### config.mk
export PLATFORM = sky130hd
export DESIGN_NAME = ltac_ctrl
export DESIGN_NICKNAME = d
export VERILOG_FILES = /design/src/ltac_pkg.sv /design/src/ltac_eng_if.sv /design/src/ltac_req_stage.sv /design/src/ltac_ctrl.sv
export SDC_FILE = /design/constraint.sdc
export NUM_CORES = 1
export LEC_CHECK = 0
export ABC_CLOCK_PERIOD_IN_PS = 8300
export BUFFER_PORTS_ARGS = -buffer_cell sky130_fd_sc_hd__buf_2
export CORE_AREA = 4 4 241 243
export CTS_CLUSTER_SIZE = 28
export DETAILED_ROUTE_END_ITERATION = 6
export DIE_AREA = 0 0 245 247
export GPL_TIMING_DRIVEN = 0
export PLACE_DENSITY = 0.64
export SETUP_SLACK_MARGIN = 0.5
export SLEW_MARGIN = 25
export SYNTH_ARGS = -nofsm -noshare
export SYNTH_HDL_FRONTEND = slang
export SYNTH_HIERARCHICAL = 1
export SYNTH_SLANG_ARGS = --single-unit
### constraint.sdc
create_clock -name clk_sys -period 8.3 [get_ports clk_sys]
set_clock_uncertainty 0.05 [all_clocks]
set_input_delay 0.415 -clock clk_sys [delete_from_list [all_inputs] [get_ports clk_sys]]
set_output_delay 0.415 -clock clk_sys [all_outputs]
set_load 0.05 [all_outputs]
### src/ltac_pkg.sv
// package for the lookup table access controller
// holds register offsets, field positions, reset values and enums
package ltac_pkg;
  // --------------------------------------------------------------
  // register offsets (byte addresses)
  // --------------------------------------------------------------
  localparam logic [15:0] LTAC_OFS_IDX0 = 16'h0410;
  localparam logic [15:0] LTAC_OFS_IDX1 = 16'h0414;
  localparam logic [15:0] LTAC_OFS_LKCTL = 16'h0418;
  localparam logic [15:0] LTAC_OFS_SMCTL = 16'h041C;
  localparam logic [15:0] LTAC_OFS_ENT1 = 16'h0420;
  localparam logic [15:0] LTAC_OFS_ENT2 = 16'h0424;
  localparam logic [15:0] LTAC_OFS_ENT3 = 16'h0428;
  localparam logic [15:0] LTAC_OFS_ENT4 = 16'h042C;
  localparam logic [15:0] LTAC_OFS_ENT4_LAST = 16'h042F;
  // --------------------------------------------------------------
  // field positions
  // --------------------------------------------------------------
  localparam int LTAC_BIT_GO = 7;
  localparam int LTAC_BIT_RDY = 6;
  localparam int LTAC_BIT_RDY_OR_END = 5;
  localparam int LTAC_BIT_DIRECT = 2;
  localparam int LTAC_BIT_TSEL = 1;
  localparam int LTAC_BIT_SMOP = 0;
  localparam int LTAC_CNT_LSB = 16;
  localparam int LTAC_CNT_W = 14;
  localparam int LTAC_FGID_LSB = 16;
  localparam int LTAC_FGID_W = 7;
  localparam int LTAC_DIRECT_W = 12;
  localparam int LTAC_RMIDX_W = 6;
  localparam int LTAC_STIDX_W = 4;
  // --------------------------------------------------------------
  // reset values
  // --------------------------------------------------------------
  localparam logic [31:0] LTAC_RST_WORD = 32'h0000_0000;
  // --------------------------------------------------------------
  // enumerations
  // --------------------------------------------------------------
  typedef enum logic [1:0] {
    LTAC_ACT_NOP = 2'h0,
    LTAC_ACT_WRITE = 2'h1,
    LTAC_ACT_READ = 2'h2,
    LTAC_ACT_SEARCH = 2'h3
  } ltac_act_type;
  typedef enum logic [1:0] {
    LTAC_ST_IDLE = 2'h0,
    LTAC_ST_REQ = 2'h1,
    LTAC_ST_WAIT = 2'h3,
    LTAC_ST_HOLD = 2'h2
  } ltac_state_type;
endpackage : ltac_pkg

### src/ltac_eng_if.sv
// carrier between the access controller and its engine request stage
// assumes a single clock domain
`timescale 1ns/1ps
`default_nettype none
interface ltac_eng_if;
  logic req;
  logic [1:0] op;
  logic direct;
  logic [11:0] index;
  logic [6:0] group_id;
  logic [47:0] key;
  logic [1:0] table_sel;
  logic [127:0] wdata;
  logic done;
  logic valid;
  logic last;
  logic [127:0] rdata;
  logic [13:0] count;
  modport ctrl (output req, op, direct, index, group_id, key, table_sel, wdata,
    input done, valid, last, rdata, count);
  modport stage (input req, op, direct, index, group_id, key, table_sel, wdata,
    output done, valid, last, rdata, count);
endinterface : ltac_eng_if
`default_nettype wire

### src/ltac_req_stage.sv
// register stage between controller and lookup engine pins
// assumes the engine answers with a one-cycle ack pulse
`timescale 1ns/1ps
`default_nettype none
module ltac_req_stage (
  input wire logic clk_sys,
  input wire logic reset,
  ltac_eng_if.stage bus,
  // engine side
  output logic eng_req,
  output logic [1:0] eng_op,
  output logic eng_direct,
  output logic [11:0] eng_index,
  output logic [6:0] eng_group_id,
  output logic [47:0] eng_key,
  output logic [1:0] eng_table,
  output logic [127:0] eng_wdata,
  input wire logic eng_ack,
  input wire logic eng_valid,
  input wire logic eng_last,
  input wire logic [127:0] eng_rdata,
  input wire logic [13:0] eng_count
);
  always_ff @(posedge clk_sys or posedge reset) begin
    if (reset) begin
      eng_req <= 1'b0;
      eng_op <= 2'h0;
      eng_direct <= 1'b0;
      eng_index <= 12'h000;
      eng_group_id <= 7'h00;
      eng_key <= 48'h0;
      eng_table <= 2'h0;
      eng_wdata <= 128'h0;
    end else begin
      eng_req <= bus.req;
      eng_op <= bus.op;
      eng_direct <= bus.direct;
      eng_index <= bus.index;
      eng_group_id <= bus.group_id;
      eng_key <= bus.key;
      eng_table <= bus.table_sel;
      eng_wdata <= bus.wdata;
    end
  end
  assign bus.done = eng_ack;
  assign bus.valid = eng_valid;
  assign bus.last = eng_last;
  assign bus.rdata = eng_rdata;
  assign bus.count = eng_count;
endmodule : ltac_req_stage
`default_nettype wire

### src/ltac_ctrl.sv
// lookup table access controller: registers and operation sequencing
// assumes a synchronous register port on clk_sys and an engine acking each op
// How it works
// lookup action 00 is no operation, 01 writes, 10 reads and 11 searches.
// software sets lookup go bit 7, hardware clears it when the op completes.
// ready bit 6 sets when a searched entry is held, clears on reading 0x042F.
// bit 5 reads one when an entry is ready or the search has ended.
// on search end the valid entry count appears in bits 29:16.
// bit 2 set selects direct indexing, clear selects hashed indexing.
// multicast table uses index bits 21:16, static table bits 19:16.
// table select bit 1 picks multicast table when set, static when clear.
// static/multicast op bit 0 set reads and clear writes.
// software sets static go bit 7, hardware clears it when access ends.
// four entry words serve lookup and static, multicast uses word 2 only.
// entry word meaning follows the table of the current access.
// hashed mode keys on group id bits 22:16 plus the 48-bit address.
// direct mode uses low address index bits 11:0 as entry address.
// software waits for go to read zero before changing anything.
// a searched entry is held until word 4 is read, then search advances.
`timescale 1ns/1ps
`default_nettype none
module ltac_ctrl
  import ltac_pkg::*;
(
  // clock and reset
  input wire logic clk_sys,
  input wire logic reset,
  // register port
  input wire logic reg_wr,
  input wire logic reg_rd,
  input wire logic [15:0] reg_addr,
  input wire logic [31:0] reg_wdata,
  output logic [31:0] reg_rdata,
  output logic reg_rvalid,
  // lookup engine
  output logic eng_req,
  output logic [1:0] eng_op,
  output logic eng_direct,
  output logic [11:0] eng_index,
  output logic [6:0] eng_group_id,
  output logic [47:0] eng_key,
  output logic [1:0] eng_table,
  output logic [127:0] eng_wdata,
  input wire logic eng_ack,
  input wire logic eng_valid,
  input wire logic eng_last,
  input wire logic [127:0] eng_rdata,
  input wire logic [13:0] eng_count
);
  import ltac_pkg::*;

  // ------------------------------------------------------------
  // registers
  // ------------------------------------------------------------
  logic [31:0] idx0_q, idx1_q;
  logic [31:0] ent_q [4];
  logic [1:0] lk_act_q;
  logic lk_direct_q, lk_go_q, lk_rdy_q, lk_end_q;
  logic [1:0] lk_rsv_q;
  logic [LTAC_CNT_W-1:0] lk_cnt_q;
  logic [5:0] sm_idx_q;
  logic [4:0] sm_rsv_q;
  logic sm_go_q, sm_tsel_q, sm_op_q;
  ltac_state_type st_q;
  logic sm_active_q;
  ltac_eng_if bus ();

  wire word_wr = reg_wr;
  wire lk_start = word_wr && reg_addr == LTAC_OFS_LKCTL && reg_wdata[LTAC_BIT_GO]
    && !lk_go_q && !sm_go_q && reg_wdata[1:0] != LTAC_ACT_NOP;
  wire sm_start = word_wr && reg_addr == LTAC_OFS_SMCTL && reg_wdata[LTAC_BIT_GO]
    && !lk_go_q && !sm_go_q;
  wire ent4_rd = reg_rd && reg_addr[15:2] == LTAC_OFS_ENT4_LAST[15:2];
  wire eng_busy = st_q != LTAC_ST_IDLE;

  // ------------------------------------------------------------
  // index, lookup and static/multicast control registers
  // ------------------------------------------------------------
  always_ff @(posedge clk_sys or posedge reset) begin
    if (reset) begin
      idx0_q <= LTAC_RST_WORD;
      idx1_q <= LTAC_RST_WORD;
      lk_act_q <= LTAC_ACT_NOP;
      lk_direct_q <= 1'b0;
      lk_rsv_q <= 2'h0;
      sm_idx_q <= 6'h00;
      sm_rsv_q <= 5'h00;
      sm_tsel_q <= 1'b0;
      sm_op_q <= 1'b0;
    end else if (word_wr && !eng_busy) begin
      if (reg_addr == LTAC_OFS_IDX0) begin
        idx0_q <= {reg_wdata[31], 8'h00, reg_wdata[22:0]};
      end else if (reg_addr == LTAC_OFS_IDX1) begin
        idx1_q <= reg_wdata;
      end else if (reg_addr == LTAC_OFS_LKCTL) begin
        lk_act_q <= reg_wdata[1:0];
        lk_direct_q <= reg_wdata[LTAC_BIT_DIRECT];
        lk_rsv_q <= reg_wdata[4:3];
      end else if (reg_addr == LTAC_OFS_SMCTL) begin
        sm_idx_q <= reg_wdata[21:16];
        sm_rsv_q <= reg_wdata[6:2];
        sm_tsel_q <= reg_wdata[LTAC_BIT_TSEL];
        sm_op_q <= reg_wdata[LTAC_BIT_SMOP];
      end
    end
  end

  // ------------------------------------------------------------
  // entry words
  // ------------------------------------------------------------
  always_ff @(posedge clk_sys or posedge reset) begin
    if (reset) begin
      for (int i = 0; i < 4; i++) begin
        ent_q[i] <= LTAC_RST_WORD;
      end
    end else if (st_q == LTAC_ST_WAIT && bus.done && bus.valid) begin
      if (sm_active_q && sm_tsel_q) begin
        ent_q[1] <= bus.rdata[63:32];
      end else begin
        for (int i = 0; i < 4; i++) begin
          ent_q[i] <= bus.rdata[32*i +: 32];
        end
      end
    end else if (word_wr && !eng_busy && reg_addr >= LTAC_OFS_ENT1
                 && reg_addr <= LTAC_OFS_ENT4) begin
      ent_q[reg_addr[3:2]] <= reg_wdata;
    end
  end

  // ------------------------------------------------------------
  // sequencer
  // ------------------------------------------------------------
  wire is_read = sm_active_q ? sm_op_q : (lk_act_q != LTAC_ACT_WRITE);
  always_ff @(posedge clk_sys or posedge reset) begin
    if (reset) begin
      st_q <= LTAC_ST_IDLE;
      sm_active_q <= 1'b0;
      lk_go_q <= 1'b0;
      sm_go_q <= 1'b0;
      lk_rdy_q <= 1'b0;
      lk_end_q <= 1'b0;
      lk_cnt_q <= '0;
    end else begin
      case (st_q)
        LTAC_ST_IDLE: begin
          if (lk_start) begin
            lk_go_q <= 1'b1;
            lk_rdy_q <= 1'b0;
            lk_end_q <= 1'b0;
            sm_active_q <= 1'b0;
            st_q <= LTAC_ST_REQ;
          end else if (sm_start) begin
            sm_go_q <= 1'b1;
            sm_active_q <= 1'b1;
            st_q <= LTAC_ST_REQ;
          end
        end
        LTAC_ST_REQ: begin
          st_q <= LTAC_ST_WAIT;
        end
        LTAC_ST_WAIT: begin
          if (bus.done) begin
            if (!sm_active_q && lk_act_q == LTAC_ACT_SEARCH) begin
              if (bus.last) begin
                lk_cnt_q <= bus.count;
                lk_end_q <= 1'b1;
                lk_go_q <= 1'b0;
                st_q <= LTAC_ST_IDLE;
              end else begin
                lk_rdy_q <= 1'b1;
                st_q <= LTAC_ST_HOLD;
              end
            end else begin
              lk_go_q <= 1'b0;
              sm_go_q <= 1'b0;
              st_q <= LTAC_ST_IDLE;
            end
          end
        end
        LTAC_ST_HOLD: begin
          if (ent4_rd) begin
            lk_rdy_q <= 1'b0;
            st_q <= LTAC_ST_REQ;
          end
        end
        default: st_q <= LTAC_ST_IDLE;
      endcase
    end
  end

  // ------------------------------------------------------------
  // engine request
  // ------------------------------------------------------------
  always_comb begin
    bus.req = (st_q == LTAC_ST_REQ);
    bus.op = sm_active_q ? (is_read ? LTAC_ACT_READ : LTAC_ACT_WRITE) : lk_act_q;
    bus.direct = !sm_active_q && lk_direct_q;
    bus.index = idx1_q[LTAC_DIRECT_W-1:0];
    if (sm_active_q) begin
      bus.index = sm_tsel_q ? {6'h00, sm_idx_q}
        : {8'h00, sm_idx_q[LTAC_STIDX_W-1:0]};
    end
    bus.group_id = idx0_q[LTAC_FGID_LSB +: LTAC_FGID_W];
    bus.key = {idx0_q[15:0], idx1_q};
    bus.table_sel = sm_active_q ? {1'b1, sm_tsel_q} : 2'h0;
    bus.wdata = {ent_q[3], ent_q[2], ent_q[1], ent_q[0]};
  end

  ltac_req_stage u_stage (
    .clk_sys(clk_sys),
    .reset(reset),
    .bus(bus.stage),
    .eng_req(eng_req),
    .eng_op(eng_op),
    .eng_direct(eng_direct),
    .eng_index(eng_index),
    .eng_group_id(eng_group_id),
    .eng_key(eng_key),
    .eng_table(eng_table),
    .eng_wdata(eng_wdata),
    .eng_ack(eng_ack),
    .eng_valid(eng_valid),
    .eng_last(eng_last),
    .eng_rdata(eng_rdata),
    .eng_count(eng_count)
  );

  // ------------------------------------------------------------
  // read data
  // ------------------------------------------------------------
  logic [31:0] rd_d;
  always_comb begin
    rd_d = 32'h0000_0000;
    if (reg_addr == LTAC_OFS_IDX0) begin
      rd_d = idx0_q;
    end else if (reg_addr == LTAC_OFS_IDX1) begin
      rd_d = idx1_q;
    end else if (reg_addr == LTAC_OFS_LKCTL) begin
      rd_d = {2'h0, lk_cnt_q, 8'h00, lk_go_q, lk_rdy_q,
        lk_rdy_q | lk_end_q, lk_rsv_q, lk_direct_q, lk_act_q};
    end else if (reg_addr == LTAC_OFS_SMCTL) begin
      rd_d = {10'h000, sm_idx_q, 8'h00, sm_go_q, sm_rsv_q, sm_tsel_q, sm_op_q};
    end else if (reg_addr >= LTAC_OFS_ENT1 && reg_addr <= LTAC_OFS_ENT4_LAST) begin
      rd_d = ent_q[reg_addr[3:2]];
    end
  end
  always_ff @(posedge clk_sys or posedge reset) begin
    if (reset) begin
      reg_rdata <= LTAC_RST_WORD;
      reg_rvalid <= 1'b0;
    end else begin
      reg_rvalid <= reg_rd;
      if (reg_rd) begin
        reg_rdata <= rd_d;
      end
    end
  end
endmodule : ltac_ctrl
`default_nettype wire

==> reports/metrics.cfg, run 1 <==
[power_and_ir_drop]
power.total_mw=7.12
p_int_mw=4.55
pwr-share-clk_pct=32.2
switchingPower_mw=2.57
p_seq_share_pct=41.0
power_density_mw_per_mm2=300
combPwrFrac_pct=26.8
p_leak_nw=11.9
irDropWorstVdd_mv=0.155
p_sw_share_pct=36.0

[critical_path]
path_max_fanout=10
cp.required_ps=8770
arrival_ps=4320
crit_start=st_q[0]
cp-endpoint=bus.wdata[35]
r2r-end=bus.wdata[35]
end_kind=flop
r2r_slack_ps=4450
ff2ff_path_depth=8
path_cells=ha_1 > clkbuf_1 > nand3_1 > clkbuf_1 > clkbuf_1 > clkbuf_1 > nor2_1 > a31oi_1
start_kind=flop
r2r-start=st_q[0]
worstSetupPathType=reg -> reg
cp_num_buf_inv=4
crit_family=buffers and inverters
crit_slowest_cell=clkbuf_1
crit_cells=8
max_stage_delay_ps=740
cp_common_cell=clkbuf_1

[drt]
drt-total-wl_um=77300
drtPass1Iterations=5
drtIter0Drc=1119
num_vias=14800
drc=0
vias_per_cell=5.32
wire_per_inst_um=27.9
ant_nets=0

[yosys]
synth_cell_types=53
yosys_warnings=6
synthesis.area_mm2=0.0194
async_flop_share_pct=100
synthCells=1619
synth-edff-count=0
synth_ff_type=dfrtp_1
avgSynthCellArea_um2=12.0
ys_seq_elements=457
synth_nets=1821
ys_seq_area_share_pct=58.8

[run_status]
status=finished clean

[sta]
drv_slew=0
setup_violations=0
period_share_pct=46.4
max_freq_ghz=0.259
relSlewSlack_pct=23.9
fin_setup_tns_ps=0
worst_pin_slew_ps=1140
layout_min_cycle_time_ps=3850
rsz0062_at_grt=false
hold_viol=0

[final_layout]
seq_area_mm2=0.0114
multiInputGateArea_mm2=0.00642
nFillCells=5347
drive_gt1_share_pct=38.5
nNetsFinal=2170
syn2layout_area_growth_pct=22.3

[die]
die_h_um=247
rows=87
dieArea_mm2=0.0605
initial_core_util_pct=34.7
ios=431
dieWidth_um=245
core-area_mm2=0.0560

[grt]
met1_usage_pct=32.5
grt_pass1_wl_um=109000
grt_usage_pct=25.0
grt_pass1_vias=15200
antenna_found_initial=8
use_met3_pct=5.83
use_met2_pct=41.1
busiest_layer=met2
gr-total-overflow=0
grt_max_degree=82

[cts]
clock_sinks=457
cts_tree=done
path_clk_slew_ps=60
ctsLongestPathBuffers=3
clk_latency_ps=600
cts-resized-gates=0
cts_made_buffers=49
htreeDepth=2
cts_root_buf=clkbuf_16

[placed_design]
port_buffers=284
gp_congestion=0.898
dp_hpwl_um=55500

[job]
cap_violations=0

[hold_path]
min_path_type=in -> reg

registers in the layout, summed over array words and instances (netlist names), 2 cells and up:
signal,cells
reg_rdata,32
st_q,2
lk_cnt_q,14
bus.wdata,128
u_stage/eng_op,2
u_stage/eng_index,12
u_stage/eng_key,48
u_stage/eng_table,2
u_stage/eng_group_id,7
u_stage/eng_wdata,128
lk_act_q,2
idx0_q,24
sm_rsv_q,5
lk_rsv_q,2
sm_idx_q,6
idx1_q,32
worst min path at each step:
stage                         startpoint  cells past startpoint  slack (ps)                      to
after floorplan           bus.wdata[100]                      0         310  u_stage/eng_wdata[100]
after global routing       eng_count[12]                      2           2            lk_cnt_q[12]
final                       eng_count[7]                      2          30             lk_cnt_q[7]
after CTS                  eng_count[13]                      2           3            lk_cnt_q[13]
after detailed placement   bus.wdata[90]                      0         330   u_stage/eng_wdata[90]
after global placement     bus.wdata[30]                      0         330   u_stage/eng_wdata[30]
layer usage:
layer,up-vias,share of wire (%)
li1,6244,-
met5,-,0.044
met1,7564,40
met4,4,3.9
met3,166,7.9
met2,777,48
kinds of logic (layout without fill, tap and decap cells):
group           count (synthesis)  count (layout)  share of synthesized area, %
simple gates                  492             492                          11.4
buf+inv                       259             646                          8.22
compound gates                178             178                          6.17
flops                         457             457                          58.8
mux                           228             228                          15.0
other cells                     0               9                             0
fa+ha+maj                       5               5                         0.322
final cells by class:
class,count,share of cell area [%]
tap,756,3.98
inverter,9,0.205
buffer,250,6.61
sequential,457,48.1
clock inverter,21,1.05
antenna,9,0.0948
multi-input combinational,903,27.0
clock buffer,68,5.98
timing repair buffer,298,6.96
timing repair:
item                      CTS  global route
hold endpoints to repair   99             0
buffers inserted            0             0
hold buffers                8             0
cells in the final DEF (no fill, tap or decap), drive strengths merged, types with 3 or more instances in the layout:
cell type      n
a222oi        14
nand4         34
clkinv        12
or3            3
o31ai          7
clkbuf       146
inv           11
a21o           5
and2          10
mux4          32
nor3          17
dlygate4sd3    8
dfrtp        457
nand2b         4
nand3        104
ha             5
a21oi         24
diode          9
o22ai          8
a2bb2oi        5
nor2b         10
o2bb2ai        8
buf          462
nand2        210
bufinv         5
a221oi         4
mux2         194
nor2          87
a31oi         45
nor4           3
o21ai         47
power by group through the flow:
stage          logic [mW]  registers (mW)  clock network, mW
2_1_floorplan       0.628            3.59                  0
3_3_place_gp         1.88            2.95                  0
3_5_place_dp         1.91            2.95                  0
4_1_cts              1.91            2.92               2.32
5_1_grt              1.99            2.97               2.41
6_report             1.91            2.92               2.29
cell usage after synthesis, types with 17 or more instances:
cell type  count  area share [%]
a21oi_1       24            0.62
a31oi_1       45             1.4
buf_4        145             5.6
clkbuf_1      78             1.5
dfrtp_1      457              59
mux2_2       185              11
mux4_2        32             3.7
nand2_1      210             4.1
nand3_1      104             2.7
nand4_1       34             1.1
nor2_1        86             1.7
nor3_1        17            0.44
o21ai_0       44             1.1
metrics by stage:
stage / hold slack (ps) / utilization, % / cells / setup WS [ps] / instance area [um^2]
floorplan: 312 / - / 1619 / 793 / 19400
global placement: 326 / 39.0 / 2659 / -2830 / 21800
detailed placement: 331 / 39.3 / 2664 / 4280 / 22000
CTS: 2.81 / 42.4 / 2761 / 4400 / 23700
global route: 2.33 / 42.5 / 2765 / 4200 / 23800
finish: 34.2 / 42.5 / 2771 / 4450 / 23800
Note: power is estimated with default switching activity, not from simulation.
==> inputs of run 2 (changes only) <==
--- a/config.mk
+++ b/config.mk
@@ -5,7 +5,7 @@
 export SDC_FILE = /design/constraint.sdc
 export NUM_CORES = 1
 export LEC_CHECK = 0
-export ABC_CLOCK_PERIOD_IN_PS = 8300
+export ABC_CLOCK_PERIOD_IN_PS = 3840
 export BUFFER_PORTS_ARGS = -buffer_cell sky130_fd_sc_hd__buf_2
 export CORE_AREA = 4 4 241 243
 export CTS_CLUSTER_SIZE = 28
==> constraint.sdc (replaced) <==
create_clock -name clk_sys -period 3.84 [get_ports clk_sys]
set_clock_uncertainty 0.05 [all_clocks]
set_input_delay 0.192 -clock clk_sys [delete_from_list [all_inputs] [get_ports clk_sys]]
set_output_delay 0.192 -clock clk_sys [all_outputs]
set_load 0.05 [all_outputs]
==> reports/metrics.cfg, run 2 (synthesis results as in run 1) <==
[drt]
num_vias=15600  ; was 14800
drt-total-wl_um=80300  ; was 77300 um
drtIter0Drc=1260  ; was 1119
ant_nets=0  ; unchanged
drc=2  ; was 0
vias_per_cell=5.28  ; was 5.32
wire_per_inst_um=27.2  ; was 27.9 um
drtPass1Iterations=7  ; was 5

[placed_design]
dp_hpwl_um=56100  ; was 55500 um
gp_congestion=0.846  ; was 0.898
port_buffers=284  ; unchanged

[critical_path]
path_max_fanout=10  ; unchanged
cp.required_ps=4310  ; was 8770 ps
cp_num_buf_inv=4  ; unchanged
crit_family=buffers and inverters  ; unchanged
arrival_ps=3700  ; was 4320 ps
max_stage_delay_ps=590  ; was 740 ps
start_kind=flop  ; unchanged
crit_slowest_cell=clkbuf_1  ; unchanged
cp_common_cell=clkbuf_1  ; unchanged
worstSetupPathType=reg -> reg  ; unchanged
end_kind=flop  ; unchanged
path_cells=ha_1 > clkbuf_1 > and3_1 > clkbuf_1 > clkbuf_1 > nand2_1 > nand2_1 > dlygate4sd3_1 > mux2_2  ; was ha_1 > clkbuf_1 > nand3_1 > clkbuf_1 > clkbuf_1 > clkbuf_1 > nor2_1 > a31oi_1

[power_and_ir_drop]
irDropWorstVdd_mv=0.425  ; was 0.155 mV
p_leak_nw=12.8  ; was 11.9 nW
power_density_mw_per_mm2=598  ; was 300 mW/mm^2

[sta]
drv_slew=0  ; unchanged
worst_pin_slew_ps=1120  ; was 1140 ps
layout_min_cycle_time_ps=3230  ; was 3850 ps
relSlewSlack_pct=24.9  ; was 23.9%
fin_setup_tns_ps=0  ; unchanged
hold_viol=0  ; unchanged
holdWs_ps=185  ; was 34.2 ps
setup_violations=0  ; unchanged
period_share_pct=84.1  ; was 46.4%
rsz0062_at_grt=true  ; was false
max_freq_ghz=0.310  ; was 0.259 GHz

[grt]
use_met2_pct=42.5  ; was 41.1%
grt_max_degree=34  ; was 82
busiest_layer=met2  ; unchanged
antenna_found_initial=8  ; unchanged
use_met3_pct=6.69  ; was 5.83%
gr-total-overflow=0  ; unchanged
grt_usage_pct=25.8  ; was 25.0%
grt_pass1_vias=16100  ; was 15200
grt_pass1_wl_um=113000  ; was 109000 um
met1_usage_pct=32.8  ; was 32.5%

[final_layout]
multiInputGateArea_mm2=0.00642  ; about the same
syn2layout_area_growth_pct=32.2  ; was 22.3%
most-common-layout-cells=457 x dfrtp_1, 299 x buf_2, 210 x nand2_1, 189 x dlygate4sd3_1, 185 x mux2_2  ; was 457 x dfrtp_1, 297 x buf_2, 210 x nand2_1, 185 x mux2_2, 145 x buf_4
final_common_cell=dfrtp_1  ; unchanged
drive_gt1_share_pct=36.7  ; was 38.5%
final_util_pct=45.9  ; was 42.5%
nNetsFinal=2364  ; was 2170
nFillCells=5118  ; was 5347
seq_area_mm2=0.0114  ; unchanged

[cts]
path_clk_slew_ps=60  ; about the same
htreeDepth=2  ; unchanged
clk_latency_ps=590  ; was 600 ps
clock_sinks=457  ; unchanged
cts_made_buffers=49  ; unchanged
cts_root_buf=clkbuf_16  ; unchanged
ctsLongestPathBuffers=3  ; unchanged
post-cts-setup-buffers=0  ; unchanged
cts_tree=done  ; unchanged

[die]
core-area_mm2=0.0560  ; unchanged
rows=87  ; unchanged
initial_core_util_pct=34.7  ; unchanged
die_h_um=247  ; unchanged
dieWidth_um=245  ; unchanged
ios=431  ; unchanged
dieArea_mm2=0.0605  ; unchanged

[run_status]
status=finished, violations left  ; was finished clean
violations=design-rule violations

[hold_path]
min_path_type=in -> async  ; was in -> reg

[job]
cap_violations=0  ; unchanged

[run 2: cell types whose count changed in the layout (fill, tap and decap cells not counted), moves of 2 or more]
cell / delta
buf_1: -2
buf_12: +14
buf_16: -3
buf_2: +2
bufinv_16: -3
clkbuf_1: -20
clkbuf_2: +17
clkbuf_8: -3
clkinv_2: +2
clkinvlp_4: +5
diode_2: -5
dlygate4sd3_1: +181
inv_8: -2
[run 2: area by class of cell]
type                            count  area share [%]
Inverter                            9           0.161
Buffer                            250            6.23
Clock buffer                       62            5.32
Sequential cell                   457            44.5
Antenna cell                        4          0.0390
Multi-Input combinational cell    903            25.0
Tap cell                          756            3.68
Timing Repair Buffer              492            14.3
Clock inverter                     24           0.784
[run 2: power by group]
| group | switching (mW) | leakage [nW] | internal (mW) |
|---|---|---|---|
| registers | 0.579 | 6.04 | 5.73 |
| logic | 3.01 | 5.99 | 1.34 |
| clock network | 2.04 | 0.769 | 2.66 |
[run 2: routing by layer]
metal	wire length (um)	share of wire (%)
met1	31500	39
met2	38500	48
met3	6970	8.7
met4	3330	4.2
met5	41	0.051
[run 2: worst min-delay path, delay by kind of cell]
family | cells | cell delay, ps
buffers and inverters | 3 | 1070
[run 2: stage by stage]
step	setup slack (ps)	instance area, um^2	instances	total power [mW]
2_1_floorplan	226	19400	1619	9.12
3_3_place_gp	-1720	21800	2659	10.4
3_5_place_dp	50.2	22200	2677	10.5
4_1_cts	544	25700	2952	15.4
5_1_grt	498	25700	2954	15.9
6_report	610	25700	2957	15.4
[run 2: what timing repair did]
item	4_1_cts	5_1_grt
hold buffers	189	0
hold endpoints to repair	356	0
resized for setup	11	11
endpoints found under the setup margin	72	23
[run 2: path summary, 6_finish.rpt]
path / slack, ps / to / from / depth (start not counted)
max: 610 / bus.wdata[114] / st_q[0] / 9
min: 190 / u_stage/eng_wdata[13] / reset / 3
max reg2reg: 610 / bus.wdata[114] / st_q[0] / 9
min reg2reg: 350 / u_stage/eng_wdata[8] / bus.wdata[8] / 0
max in group asynchronous: 2490 / bus.wdata[91] / reset / 6
min in group clk_sys: 200 / sm_go_q / reg_wr / 4
==> inputs of run 3 (changes only) <==
--- a/config.mk
+++ b/config.mk
@@ -5,12 +5,13 @@
 export SDC_FILE = /design/constraint.sdc
 export NUM_CORES = 1
 export LEC_CHECK = 0
-export ABC_CLOCK_PERIOD_IN_PS = 3840
+export ABC_AREA = 1
+export ABC_CLOCK_PERIOD_IN_PS = 3400
 export BUFFER_PORTS_ARGS = -buffer_cell sky130_fd_sc_hd__buf_2
-export CORE_AREA = 4 4 241 243
+export CORE_AREA = 4 4 245 247
 export CTS_CLUSTER_SIZE = 28
 export DETAILED_ROUTE_END_ITERATION = 6
-export DIE_AREA = 0 0 245 247
+export DIE_AREA = 0 0 249 251
 export GPL_TIMING_DRIVEN = 0
 export PLACE_DENSITY = 0.64
 export SETUP_SLACK_MARGIN = 0.5
==> constraint.sdc (replaced) <==
create_clock -name clk_sys -period 3.4 [get_ports clk_sys]
set_clock_uncertainty 0.05 [all_clocks]
set_input_delay 0.17 -clock clk_sys [delete_from_list [all_inputs] [get_ports clk_sys]]
set_output_delay 0.17 -clock clk_sys [all_outputs]
set_load 0.05 [all_outputs]
==> reports/metrics.cfg, run 3 <==
[die]
dieArea_mm2=0.0625  ; was 0.0605 mm^2
ios=431  ; unchanged
die_h_um=251  ; was 247 um
rows=88  ; was 87
core-area_mm2=0.0576  ; was 0.0560 mm^2
dieWidth_um=249  ; was 245 um
initial_core_util_pct=34.9  ; was 34.7%

[cts]
clk_latency_ps=610  ; was 590 ps
post-cts-setup-buffers=0  ; unchanged
clock_sinks=457  ; unchanged
htreeDepth=2  ; unchanged
path_clk_slew_ps=60  ; about the same
cts_root_buf=clkbuf_16  ; unchanged
cts_tree=done  ; unchanged
ctsHoldBuffers=179  ; was 189
ctsLongestPathBuffers=3  ; unchanged
cts-resized-gates=0  ; was 11
cts_made_buffers=52  ; was 49

[yosys]
avgSynthCellArea_um2=8.94  ; was 12.0 um^2
yosys-top-cells-count=660 x nand2_1, 457 x dfrtp_1, 157 x nor2_1  ; was 457 x dfrtp_1, 210 x nand2_1, 185 x mux2_2
synth_ff_type=dfrtp_1  ; unchanged
yosys_warnings=6  ; unchanged
synth_nets=2448  ; was 1821
async_flop_share_pct=100  ; unchanged
synth_cell_types=35  ; was 53
synthesis.area_mm2=0.0201  ; was 0.0194 mm^2
synth_most_common_cell=nand2_1  ; was dfrtp_1
ys_seq_area_share_pct=57.0  ; was 58.8%
ys_seq_elements=457  ; unchanged
synth_top_cell_area_share_pct=57.0  ; was 58.8%
synth-edff-count=0  ; unchanged
yosys-top-cells-area=dfrtp_1 57%, nand2_1 12%, buf_4 5.7%  ; was dfrtp_1 59%, mux2_2 11%, buf_4 5.6%
yosysTopAreaCell=dfrtp_1  ; unchanged
synthCells=2246  ; was 1619

[power_and_ir_drop]
pwr-share-clk_pct=32.3  ; was 30.6%
p_int_mw=11.5  ; was 9.73 mW
p_leak_nw=13.8  ; was 12.8 nW
combPwrFrac_pct=26.7  ; was 28.3%
power_density_mw_per_mm2=707  ; was 598 mW/mm^2
switchingPower_mw=7.21  ; was 5.63 mW
p_sw_share_pct=38.6  ; was 36.7%
irDropWorstVdd_mv=0.528  ; was 0.425 mV
p_seq_share_pct=41.1  ; about the same

[drt]
drt-total-wl_um=88500  ; was 80300 um
drtPass1Iterations=7  ; unchanged
ant_nets=0  ; unchanged
drtIter0Drc=1661  ; was 1260
wire_per_inst_um=24.6  ; was 27.2 um
vias_per_cell=5.12  ; was 5.28
num_vias=18400  ; was 15600
drc=1  ; was 2

[sta]
relSlewSlack_pct=34.2  ; was 24.9%
fin_setup_tns_ps=0  ; unchanged
max_freq_ghz=0.360  ; was 0.310 GHz
period_share_pct=81.7  ; was 84.1%
layout_min_cycle_time_ps=2780  ; was 3230 ps
setup_violations=0  ; unchanged
worst_pin_slew_ps=987  ; was 1120 ps
rsz0062_at_grt=false  ; was true
drv_slew=0  ; unchanged
hold_viol=0  ; unchanged

[final_layout]
nFillCells=5534  ; was 5118
syn2layout_area_growth_pct=31.8  ; was 32.2%
nNetsFinal=2981  ; was 2364
most-common-layout-cells=660 x nand2_1, 457 x dfrtp_1, 334 x buf_2, 179 x dlygate4sd3_1, 157 x nor2_1  ; was 457 x dfrtp_1, 299 x buf_2, 210 x nand2_1, 189 x dlygate4sd3_1, 185 x mux2_2
final_common_cell=nand2_1  ; was dfrtp_1
final_util_pct=45.9  ; about the same
drive_gt1_share_pct=23.0  ; was 36.7%

[placed_design]
dp_hpwl_um=69700  ; was 56100 um
port_buffers=284  ; unchanged
gp_congestion=0.957  ; was 0.846

[run_status]
violations=design-rule violations  ; unchanged
status=finished, violations left  ; unchanged

[critical_path]
r2r-start=st_q[0]  ; unchanged
r2r_slack_ps=620  ; was 610 ps
path_cells=ha_1 > nand3_2 > clkbuf_1 > clkbuf_1 > o21ai_0 > o21ai_0 > o21ai_1  ; was ha_1 > clkbuf_1 > and3_1 > clkbuf_1 > clkbuf_1 > nand2_1 > nand2_1 > dlygate4sd3_1 > mux2_2
worstSetupPathType=reg -> reg  ; unchanged
r2r-end=bus.wdata[32]  ; was bus.wdata[114]
ff2ff_path_depth=7  ; was 9
cp_num_buf_inv=2  ; was 4
arrival_ps=3230  ; was 3700 ps
crit_family=buffers and inverters  ; unchanged
start_kind=flop  ; unchanged
cp.required_ps=3850  ; was 4310 ps
path_max_fanout=10  ; unchanged
end_kind=flop  ; unchanged
max_stage_delay_ps=690  ; was 590 ps
crit_start=st_q[0]  ; unchanged
crit_slowest_cell=clkbuf_1  ; unchanged

[hold_path]
min_path_type=in -> reg  ; was in -> async
worstHoldPathCells=7
hp-start=eng_ack
min_to=lk_go_q

[grt]
grt_usage_pct=27.6  ; was 25.8%
grt_pass1_wl_um=128000  ; was 113000 um
grt_max_degree=37  ; was 34
use_met2_pct=45.8  ; was 42.5%
use_met3_pct=6.28  ; was 6.69%
grt_pass1_vias=18700  ; was 16100
busiest_layer=met2  ; unchanged
gr-total-overflow=0  ; unchanged
antenna_found_initial=7  ; was 8
met1_usage_pct=36.3  ; was 32.8%

[job]
cap_violations=0  ; unchanged

[run 3: per-layer routing]
layer  routed length, um  share of wire (%)  up-vias
li1                    -                  -     8293
met1               37200                 42     9061
met2               41500                 47      872
met3                6770                7.7      164
met4                3040                3.4        0
met5                   0                  0        -
[run 3: logic make-up (layout without fill, tap and decap cells)]
logic type                 Yosys count  count (layout)  share of synthesized area, %
AOI/OAI and AO/OA                  381             381                          10.1
adders and majority gates            5               5                         0.312
buffers and inverters              372             947                          10.3
DFF                                457             457                          57.0
muxes                               11              11                         0.617
other                                0               6                             0
and+or+nand+nor                   1020            1020                          21.7
[run 3: area by class of cell]
| class | instances | area, um^2 | area share [%] |
|---|---|---|---|
| sequential | 457 | 11400 | 43.2 |
| multi-input combinational | 1417 | 6570 | 24.8 |
| timing repair buffer | 479 | 3550 | 13.4 |
| buffer | 279 | 1720 | 6.50 |
| clock buffer | 73 | 1510 | 5.71 |
| tap | 765 | 957 | 3.62 |
| inverter | 93 | 357 | 1.35 |
| clock inverter | 23 | 338 | 1.28 |
| antenna | 6 | 15.0 | 0.0568 |
[run 3: worst max-delay path by stage]
stage,end,slack [ps],depth (start not counted)
6_report,bus.wdata[32],620,7
5_1_grt,bus.wdata[93],500,8
4_1_cts,bus.wdata[2],680,8
3_5_place_dp,bus.wdata[92],690,8
3_3_place_gp,lk_cnt_q[10],-2040,2
2_1_floorplan,bus.wdata[0],-190,1
[run 3: per-stage QoR]
| step | cell area, um^2 | total power [mW] | cells | hold slack [ps] | setup slack (ps) |
|---|---|---|---|---|---|
| 6_report | 26400 | 18.7 | 3592 | 37.4 | 621 |
| 5_1_grt | 26400 | 19.4 | 3590 | 48.4 | 502 |
| 4_1_cts | 26400 | 18.8 | 3586 | 4.93 | 678 |
| 3_5_place_dp | 22800 | 12.5 | 3311 | 71.5 | 686 |
| 3_3_place_gp | 22500 | 12.4 | 3295 | 257 | -2040 |
| 2_1_floorplan | 20100 | 10.6 | 2246 | 151 | -192 |
[run 3: tightest hold or removal path, cell delays in order]
cell and delay, ps:
buf_4 100, nor2_1 60, nor2_1 120, nand2_1 60
nand2_1 50, nand2_1 50, inv_1 40
[run 3: power by group through the flow]
stage | registers, mW | logic, mW | clock network (mW)
after CTS | 7.65 | 4.98 | 6.11
final | 7.68 | 4.99 | 6.04
after global routing | 7.75 | 5.30 | 6.35
after detailed placement | 7.72 | 4.80 | 0
after global placement | 7.73 | 4.71 | 0
after floorplan | 9.19 | 1.43 | 0
